--- src/shared/ssmt_defines.vh ---
/*
 Constants for the clock-synchronous serial master transmitter.
 Assumes inclusion by bare name from design files; definitions only.
*/
`ifndef SSMT_DEFINES_VH
`define SSMT_DEFINES_VH

`define SSMT_CKSRC_INTERNAL 2'h0
`define SSMT_PRESCALE_DIV1 2'h0
`define SSMT_BRR_DEFAULT 8'h77
`define SSMT_PCLK_HZ 48000000
`define SSMT_SYS_HZ 40000000
`define SSMT_DATA_BITS 4'h8
`define SSMT_BITCNT_LAST 3'h7
`define SSMT_SYNC_RST 2'h0

`endif

--- src/verilog/ssmt_sync2.v ---
/*
 Two-flop synchroniser for single-bit inputs arriving from another domain.
 Assumes one system clock and a synchronous active-high reset.
*/
`timescale 1ns/1ps
`default_nettype none
`include "ssmt_defines.vh"

module ssmt_sync2 #(
	parameter WIDTH = 1
) (
	input wire i_sys_clk,
	input wire i_srst,
	input wire [WIDTH-1:0] i_async,
	output wire [WIDTH-1:0] o_sync
);
	reg [WIDTH-1:0] meta_r;
	reg [WIDTH-1:0] sync_r;

	always @(posedge i_sys_clk) begin
		if (i_srst) begin
			meta_r <= {WIDTH{1'b0}};
			sync_r <= {WIDTH{1'b0}};
		end else begin
			meta_r <= i_async;
			sync_r <= meta_r;
		end
	end

	assign o_sync = sync_r;
endmodule // ssmt_sync2

`default_nettype wire

--- src/verilog/ssmt_master_tx.v ---
/*
 Clock-synchronous master transmitter of one serial channel: data holding
 register, shift register, baud generator, shift clock output and status
 flags. Control bits arrive as plain ports from logic on the same clock;
 the transmit-empty acknowledge comes from an interrupt controller on the
 same clock. The port output latches belong to the port block and are
 treated as foreign, so they pass two flip-flops first.
*/
`timescale 1ns/1ps
`default_nettype none
`include "ssmt_defines.vh"

module ssmt_master_tx #(
	parameter DATA_W = 8
) (
	input wire i_sys_clk,
	input wire i_srst,
	input wire i_clock_source_sel_lo,
	input wire i_clock_source_sel_hi,
	input wire i_sync_mode_select,
	input wire i_bit_order_sel,
	input wire i_data_invert_sel,
	input wire i_smart_card_mode_sel,
	input wire i_simple_i2c_sel,
	input wire i_clock_phase_sel,
	input wire i_clock_polarity_sel,
	input wire i_baud_prescale_sel_lo,
	input wire i_baud_prescale_sel_hi,
	input wire [7:0] i_bit_rate_divider,
	input wire i_tx_enable_bit,
	input wire i_tx_empty_irq_en,
	input wire i_tx_done_irq_en,
	input wire i_rx_full_irq_en,
	input wire [DATA_W-1:0] i_tx_data,
	input wire i_tx_data_wr,
	input wire i_tx_empty_req_clr,
	input wire i_tx_empty_irq_ack,
	input wire i_port_output_latch_tx,
	input wire i_port_output_latch_clk,
	output reg o_tx_data_pin,
	output reg o_channel_clock_pin,
	output reg o_channel_clock_pin_oe_n,
	output reg o_tx_empty_flag,
	output reg o_tx_done_flag,
	output reg o_rx_full_flag,
	output reg o_overrun_flag,
	output reg o_tx_empty_request_flag,
	output reg o_tx_empty_irq,
	output reg o_tx_done_irq,
	output reg o_rx_error_irq
);
	localparam ST_IDLE = 1'b0;
	localparam ST_SHIFT = 1'b1;

	wire [1:0] cksrc = {i_clock_source_sel_hi, i_clock_source_sel_lo};
	wire [1:0] presc = {i_baud_prescale_sel_hi, i_baud_prescale_sel_lo};
	// Default operation only: special modes stop the shifter
	wire mode_ok = i_sync_mode_select & ~i_smart_card_mode_sel & ~i_simple_i2c_sel
		& ~i_clock_phase_sel & ~i_clock_polarity_sel;
	wire int_clk = (cksrc == `SSMT_CKSRC_INTERNAL);
	wire run = i_tx_enable_bit & mode_ok & int_clk;

	// Synced inverted: the synchroniser resets to 0, lines must idle high
	wire [1:0] latch_n_sync;
	ssmt_sync2 #(
		.WIDTH(2)
	) u_latch_sync (
		.i_sys_clk(i_sys_clk),
		.i_srst(i_srst),
		.i_async({~i_port_output_latch_tx, ~i_port_output_latch_clk}),
		.o_sync(latch_n_sync)
	);

	// Half-bit tick: each shift clock half lasts 4^n*(N+1) system clocks
	reg [13:0] baud_cnt_r;
	reg [13:0] baud_top;
	reg half_tick;
	always @* begin
		case (presc)
		2'h0: baud_top = {6'h0, i_bit_rate_divider} + 14'h1;
		2'h1: baud_top = {4'h0, i_bit_rate_divider, 2'h0} + 14'h4;
		2'h2: baud_top = {2'h0, i_bit_rate_divider, 4'h0} + 14'h10;
		default: baud_top = {i_bit_rate_divider, 6'h0} + 14'h40;
		endcase
		half_tick = (baud_cnt_r == baud_top - 14'h1);
	end

	reg state_r;
	reg [DATA_W-1:0] hold_r;
	reg hold_full_r;
	reg [DATA_W-1:0] shift_r;
	reg [2:0] bit_cnt_r;
	reg phase_r;
	wire [DATA_W-1:0] load_val = i_data_invert_sel ? ~hold_r : hold_r;
	wire out_bit = i_bit_order_sel ? shift_r[DATA_W-1] : shift_r[0];

	always @(posedge i_sys_clk) begin
		if (i_srst) begin
			baud_cnt_r <= 14'h0;
			state_r <= ST_IDLE;
			hold_r <= {DATA_W{1'b0}};
			hold_full_r <= 1'b0;
			shift_r <= {DATA_W{1'b0}};
			bit_cnt_r <= 3'h0;
			phase_r <= 1'b0;
			o_tx_data_pin <= 1'b1;
			o_channel_clock_pin <= 1'b1;
			o_channel_clock_pin_oe_n <= 1'b1;
			o_tx_empty_flag <= 1'b1;
			o_tx_done_flag <= 1'b1;
			o_rx_full_flag <= 1'b0;
			o_overrun_flag <= 1'b0;
			o_tx_empty_request_flag <= 1'b0;
			o_tx_empty_irq <= 1'b0;
			o_tx_done_irq <= 1'b0;
			o_rx_error_irq <= 1'b0;
		end else begin
			// Pin is ours only with internal clock and transmitter enabled
			o_channel_clock_pin_oe_n <= ~run;
			if (!run) begin
				// Idle lines follow the preset port latches
				baud_cnt_r <= 14'h0;
				state_r <= ST_IDLE;
				phase_r <= 1'b0;
				o_tx_data_pin <= ~latch_n_sync[1];
				o_channel_clock_pin <= ~latch_n_sync[0];
				if (!i_tx_enable_bit) begin
					hold_full_r <= 1'b0;
					o_tx_empty_flag <= 1'b1;
					o_tx_done_flag <= 1'b1;
				end
			end else begin
				baud_cnt_r <= half_tick ? 14'h0 : baud_cnt_r + 14'h1;
				case (state_r)
				ST_IDLE: begin
					o_channel_clock_pin <= 1'b1;
					if (hold_full_r) begin
						shift_r <= load_val;
						hold_full_r <= 1'b0;
						o_tx_empty_flag <= 1'b1;
						o_tx_done_flag <= 1'b0;
						bit_cnt_r <= 3'h0;
						phase_r <= 1'b0;
						baud_cnt_r <= 14'h0;
						state_r <= ST_SHIFT;
					end
				end
				ST_SHIFT: begin
					if (half_tick) begin
						phase_r <= ~phase_r;
						if (!phase_r) begin
							// Falling edge presents the bit
							o_channel_clock_pin <= 1'b0;
							o_tx_data_pin <= out_bit;
						end else begin
							// Rising edge: slave samples, then advance
							o_channel_clock_pin <= 1'b1;
							shift_r <= i_bit_order_sel ? {shift_r[DATA_W-2:0], 1'b0}
								: {1'b0, shift_r[DATA_W-1:1]};
							bit_cnt_r <= bit_cnt_r + 3'h1;
							if (bit_cnt_r == `SSMT_BITCNT_LAST) begin
								if (hold_full_r) begin
									// Back-to-back byte, no idle gap
									shift_r <= load_val;
									hold_full_r <= 1'b0;
									o_tx_empty_flag <= 1'b1;
								end else begin
									state_r <= ST_IDLE;
									o_tx_done_flag <= 1'b1;
								end
							end
						end
					end
				end
				default: state_r <= ST_IDLE;
				endcase
			end
			// Host write fills the holding register; it wins over unload
			if (i_tx_data_wr && i_tx_enable_bit) begin
				hold_r <= i_tx_data;
				hold_full_r <= 1'b1;
				o_tx_empty_flag <= 1'b0;
				o_tx_done_flag <= 1'b0;
			end
			// Request set when the shifter takes the holding register; set wins over clear or ack
			if (run && o_tx_empty_flag == 1'b0 && state_r == ST_SHIFT && hold_full_r
				&& half_tick && phase_r && bit_cnt_r == `SSMT_BITCNT_LAST)
				o_tx_empty_request_flag <= 1'b1;
			else if (run && state_r == ST_IDLE && hold_full_r)
				o_tx_empty_request_flag <= 1'b1;
			else if (i_tx_empty_irq_ack || i_tx_empty_req_clr)
				o_tx_empty_request_flag <= 1'b0;
			o_tx_empty_irq <= i_tx_empty_irq_en & o_tx_empty_request_flag
				& ~i_tx_empty_irq_ack;
			o_tx_done_irq <= i_tx_done_irq_en & o_tx_done_flag;
			// No receiver: full and overrun stay clear, no other error source
			o_rx_full_flag <= 1'b0;
			o_overrun_flag <= 1'b0;
			o_rx_error_irq <= i_rx_full_irq_en & o_overrun_flag;
		end
	end
endmodule // ssmt_master_tx

`default_nettype wire

--- config.mk ---
export PLATFORM = sky130hd
export DESIGN_NAME = ssmt_master_tx
export DESIGN_NICKNAME = d
export VERILOG_FILES = /design/src/verilog/ssmt_sync2.v /design/src/verilog/ssmt_master_tx.v
export VERILOG_INCLUDE_DIRS = /design/src /design/src/shared
export SDC_FILE = /design/constraint.sdc
export NUM_CORES = 1
export LEC_CHECK = 0
export BUFFER_PORTS_ARGS = -buffer_cell sky130_fd_sc_hd__buf_2
export CORE_ASPECT_RATIO = 1.1
export CORE_MARGIN = 2
export CORE_UTILIZATION = 51
export CTS_CLUSTER_SIZE = 25
export DETAILED_ROUTE_END_ITERATION = 8
export PLACE_DENSITY = 0.72
export SYNTH_ARGS = -nofsm -noshare
export SYNTH_HDL_FRONTEND = slang
export SYNTH_SLANG_ARGS = --single-unit
--- constraint.sdc ---
create_clock -name i_sys_clk -period 6.2 [get_ports i_sys_clk]
set_input_delay 0 -clock i_sys_clk [delete_from_list [all_inputs] [get_ports i_sys_clk]]
set_output_delay 0 -clock i_sys_clk [all_outputs]
set_load 0.1 [all_outputs]
[After elaboration in Yosys (flattened, before gate mapping)]
Cells that the tools add are included.
W data, S select, Z words.
Word-level totals
  bits in registers: 48
  input bits: 38
  logic and storage cells: 141
Operators by class
  add/subtract/negate cells: 7
  equality and inequality tests: 17
  multiplexer cells: 58
  bitwise gates (word level): 23
  reductions and logical operators: 19
Operators by type and width (number)
  $mux W8: 7
  $mux W14: 3
  $pmux W14 S3: 1
  $mux W1: 36
  $pmux W8 S2: 1
  $add A14 B1 Y14 const B: 1
  $add A14 B7 Y14 const B: 1
  $eq A14 B14 Y1: 1
  $sub A14 B1 Y14 const B: 1
  $add A12 B5 Y13 const B: 1
  $not A1 Y1: 13
  $pmux W1 S2: 6
  $add A10 B3 Y11 const B: 1
  $add A8 B1 Y9 const B: 1
  $and A1 B1 Y1: 9
  $logic_and A1 B1 Y1: 9
  $mux W3: 3
  $ne A4 B2 Y1 const B: 2
  $ne A4 B3 Y1 const B: 2
  $not A8 Y8: 1
  $reduce_and A4 Y1: 2
  $ne A2 B1 Y1 const B: 3
  $ne A2 B2 Y1 const B: 3
  $pmux W3 S2: 1
  14 further kinds: 15

[Logic depth before layout (Yosys ltp)]
  word-level depth: 14
  depth in mapped cells: 13

[Cells and area by module]
From an unflattened synthesis, not the netlist that was laid out.
Unflattened totals
  cell total of the unflattened synthesis: 453
  area total of the unflattened synthesis: 3629.7 um2
Modules (own cells, without submodules)
  ssmt_master_tx: times used 1, cells each 445, area each 3524.6 um2, sequential area each 880.8 um2
  ssmt_sync2: times used 1, cells each 8, area each 105.1 um2, sequential area each 80.1 um2

[Worst setup path before layout]
Ideal clock, no wire load.
  path kind: input to register
  start: input port i_bit_rate_divider[0]
  end: register shift_r[0]
  library setup time: 0.121 ns
  arrival: 3.008 ns
  data required time: 6.079 ns
  setup slack: 3.071 ns
  cell stages on the path: 12
  buffers on the path: 1
  path through: ha_1 > xnor2_2 > a31oi_1 > a2111oi_4 > nand3b_2 > or2_1 > o211a_1 > o31a_1 > a2111o_1 > o41a_1 > buf_6 > mux2_4
On the way
  cells in the longest elaborated chain, start to end: 6
RTL lines
  from (decl): line ssmt_master_tx.v:29  | input wire [7:0] i_bit_rate_divider,
  $add A14 B7 Y14, or another cell as far along: line ssmt_master_tx.v:83  | default: baud_top = {i_bit_rate_divider, 6'h0} + 14'h40;
  $pmux W14 S3 *: line ssmt_master_tx.v:79  | case (presc)
  $sub A14 B1 Y14 *: line ssmt_master_tx.v:85  | half_tick = (baud_cnt_r == baud_top - 14'h1);
  $eq A14 B14 Y1 *: line ssmt_master_tx.v:85
  $ne A2 B2 Y1 (no source line) *
  $reduce_and A4 Y1 (no source line) *
  to (signal assigned): line ssmt_master_tx.v:103  | shift_r <= {DATA_W{1'b0}};
  to (signal assigned): line ssmt_master_tx.v:138  | shift_r <= load_val;
  to (signal assigned): line ssmt_master_tx.v:158  | shift_r <= i_bit_order_sel ? {shift_r[DATA_W-2:0], 1'b0}
  to (decl): line ssmt_master_tx.v:91  | reg [DATA_W-1:0] shift_r;
Every way passes the cells marked *; elsewhere a longest branch is shown, timed or not.
A chain may end at the register's enable or synchronous reset.

[Final worst setup path]
  start: input port i_bit_rate_divider[0]
  end: register shift_r[7]
Same word-level chain as after synthesis.

==> run_results.csv <==
group,metric,value,unit
power_and_ir_drop,power.density,184,nW/um^2
cts,cts_setup_buffers,0,
worst_setup_path,crit_arrival,3.86,ns
logic_synthesis,netlist_top_cells_area,"dfxtp_1 28%, nand2_1 5.7%, mux2i_1 5.3%, xor2_1 5.1%, nor2_1 4.5%",
place,dp_cells,527,
logic_synthesis,syn-cell-area,3420,um^2
layout,final_cells,548,
power_and_ir_drop,vdd_ir_drop_max,0.118,mV
logic_synthesis,avgSynthCellArea,8.02,um^2
logic_synthesis,synth_edf_count,0,
cts,cts_max_level,2,
logic_synthesis,synth_ff_type,"dfxtp_1",
floorplan,rows,31,
place,io_buffers,44,
timing,slew_viol_final,0,
routing,viasPerCell,5.81,
routing,firstDrtPassIters,5,
logic_synthesis,ys_types,77,
worst_setup_path,worstSetupStartpointType,"input pin",
timing,timing.setup.tns,0,ns
cts,clockBufferDepth,2,
worst_setup_path,crit_path_max_fanout,12,
floorplan,die_area,7370,um^2
global_route,grt_usage,22.2,%
timing,hold_viol_final,0,
status,status,"finished, final reports clean",
cts,hold_buffers,13,
layout,drive_gt1_share,15.0,%
worst_setup_path,crit_type,"input pin to register",
routing,drc,0,
global_route,grt_remaining_overflow,0,
routing,drt-initial-drc-count,197,
logic_synthesis,yosys.cell_count.top_type,"nand2_1",
routing,post_drt_wl_per_cell,14.6,um
cts,clock_latency,0.30,ns
floorplan,core-area,6520,um^2
logic_synthesis,synth_cells,426,
worst_setup_path,max_stage_delay,0.60,ns
layout,num_antenna_cells,0,
flow_run,drv_cap,0,
power_and_ir_drop,switching_share,29.0,%
logic_synthesis,yosysWarnings,0,
routing,dr_total_vias,3186,
floorplan,die_w,82.0,um
power_and_ir_drop,power_frac_seq,44.8,%
global_route,grt_pass1_wl,13300,um
timing,max_freq,0.274,GHz
floorplan,dieHeight,89.8,um
timing,fin_crit,3.65,ns
worst_hold_path,worstHoldPathType,"input pin to register",
cts,post_cts_resize_count,0,
timing,finalSetupViolCount,0,
logic_synthesis,async_flop_share,0,%
routing,wl,7970,um
logic_synthesis,ys_seq_area_share,28.1,%
worst_setup_path,required,6.40,ns
power_and_ir_drop,combPwrFrac,20.9,%
global_route,antenna_found_initial,0,
power_and_ir_drop,p_int,501,uW
cts,cts_root_buf,"clkbuf_8",
logic_synthesis,ys_ff_latch,48,
floorplan,ios,49,
cts,path_clk_slew,0.10,ns
place,hpwl,5910,um
timing,relSlewSlack,56.3,%
logic_synthesis,synth_top_cell_area_share,28.1,%
layout,syn_to_final_growth,12.6,%
worst_setup_path,slowest_stage,"o41a_1",
timing,finClkSkew,0.0133,ns
global_route,grt_pass1_vias,2856,
layout,final_nets,508,
timing,min_period_over_period,58.9,%
logic_synthesis,synth_common_cells,"52 x nand2_1, 48 x dfxtp_1, 41 x nor2_1",
routing,postRouteAntennaNets,0,
logic_synthesis,yosysTopAreaCell,"dfxtp_1",
timing,timing_worst_slew_pin_value,0.654,ns
worst_setup_path,crit_path_end_kind,"register",
global_route,grt_start_max_net_pins,26,
power_and_ir_drop,switchingPower,205,uW
cts,cts_buffers,5,
place,routabilityCongestion,0.850,
layout,final_util,59.0,%
cts,cts_tree,"done",
timing,rsz0062_at_grt,"false",
power_and_ir_drop,p_leak,0.00146,uW
cts,cts_sinks,48,
power_and_ir_drop,clockPowerShare,34.2,%
worst_setup_path,path_cells,"buf_2 > ha_1 > and4_4 > a211oi_1 > nor4_1 > nand3b_2 > o21ai_0 > o211a_1 > o31a_1 > a2111o_1 > o41a_1 > mux2_4",
floorplan,start_util,52.4,%
==> critical path, delay by kind of cell <==
family	cells	cell delay (ns)
AO/OA/AOI/OAI	6	1.80
AND/OR/NAND/NOR	3	1.12
multiplexers	1	0.38
adder cells (fa/ha/maj)	1	0.37
buffers and inverters	1	0.18
==> registers in the layout, summed over array words and instances, names as in the netlist <==
name / cells
o_channel_clock_pin_oe_n: 1
shift_r: 8
o_tx_empty_request_flag: 1
o_channel_clock_pin: 1
o_tx_empty_irq: 1
hold_full_r: 1
phase_r: 1
o_tx_data_pin: 1
state_r: 1
o_tx_done_irq: 1
u_latch_sync.o_sync: 2
o_tx_done_flag: 1
o_tx_empty_flag: 1
bit_cnt_r: 3
baud_cnt_r: 14
hold_r: 8
u_latch_sync.meta_r: 2
==> final timing paths <==
| path | startpoint | endpoint | slack, ns | cells after the start |
|---|---|---|---|---|
| worst max-delay path | i_bit_rate_divider[0] | shift_r[7] | 2.55 | 12 |
| worst min-delay path | i_tx_empty_req_clr | o_tx_empty_request_flag | 0.01 | 4 |
| worst max register to register | baud_cnt_r[10] | shift_r[7] | 2.94 | 9 |
| worst min register to register | u_latch_sync.meta_r[1] | u_latch_sync.o_sync[1] | 0.45 | 1 |
==> power groups by stage <==
| stage | sequential (uW) | combinational (uW) | clock (uW) |
|---|---|---|---|
| floorplan | 332 | 103 | 0 |
| global placement | 323 | 137 | 0 |
| detailed placement | 324 | 140 | 0 |
| CTS | 317 | 146 | 245 |
| global route | 317 | 161 | 256 |
| finish | 317 | 148 | 242 |
==> metal layers <==
layer  wire (um)  global-route usage, %  vias to the layer above
met5           0                      0                        -
met4         132                   6.53                        0
met3         319                   3.21                       10
met2        3770                   35.4                       90
met1        3750                   30.8                     1485
li1            -                      -                     1601
==> layout make-up <==
| cell class | count | area, um^2 |
|---|---|---|
| clock buffers | 6 | 82.6 |
| well taps | 82 | 103 |
| fillers | 595 | 2670 |
| repair buffers | 58 | 358 |
| clock inverters | 2 | 38.8 |
| multi-input cells | 342 | 2270 |
| inverters | 10 | 37.5 |
| flip-flops and latches | 48 | 961 |
==> through the flow <==
step	area [um^2]	worst slack (ns)	hold slack (ns)	total power, uW
finish	3850	2.55	0.0128	706
global route	3850	2.35	0.0625	735
CTS	3850	2.56	0.0133	708
detailed placement	3590	2.26	0.153	463
global placement	3590	2.28	0.152	461
floorplan	3420	3.07	0.0667	436
==> cell usage in the layout (no fill, tap or decap), types with 3 or more instances in the layout <==
cell           count
nand2_1           52
dfxtp_1           48
buf_2             44
nor2_1            41
nand3_1           21
xor2_1            20
mux2i_1           18
xnor2_1           17
a21oi_1           16
o21ai_0           13
dlygate4sd3_1     13
inv_1              9
nor3_1             9
o211ai_1           9
nor2b_1            8
or3_1              6
nor4_1             6
clkbuf_8           6
o22ai_1            5
a211oi_1           5
nand2b_1           5
and3_1             5
ha_1               5
nand4_1            4
o211a_1            4
or2_1              4
or4_1              4
a31oi_1            4
and2_1             3
nor3b_1            3
conb_1             3
==> cells by family (layout without fill, tap and decap cells) <==
group,after synthesis,after routing,share of synthesized area (%)
AND/OR/NAND/NOR,190,190,29.2
AO/OA/AOI/OAI,85,85,18.6
flip-flops,48,48,28.1
XOR/XNOR,38,38,9.96
buffers and inverters,38,76,5.75
multiplexers,21,21,6.48
adder cells (fa/ha/maj),5,5,1.83
other,1,3,0.110
Note: power is estimated with default switching activity, not from simulation.
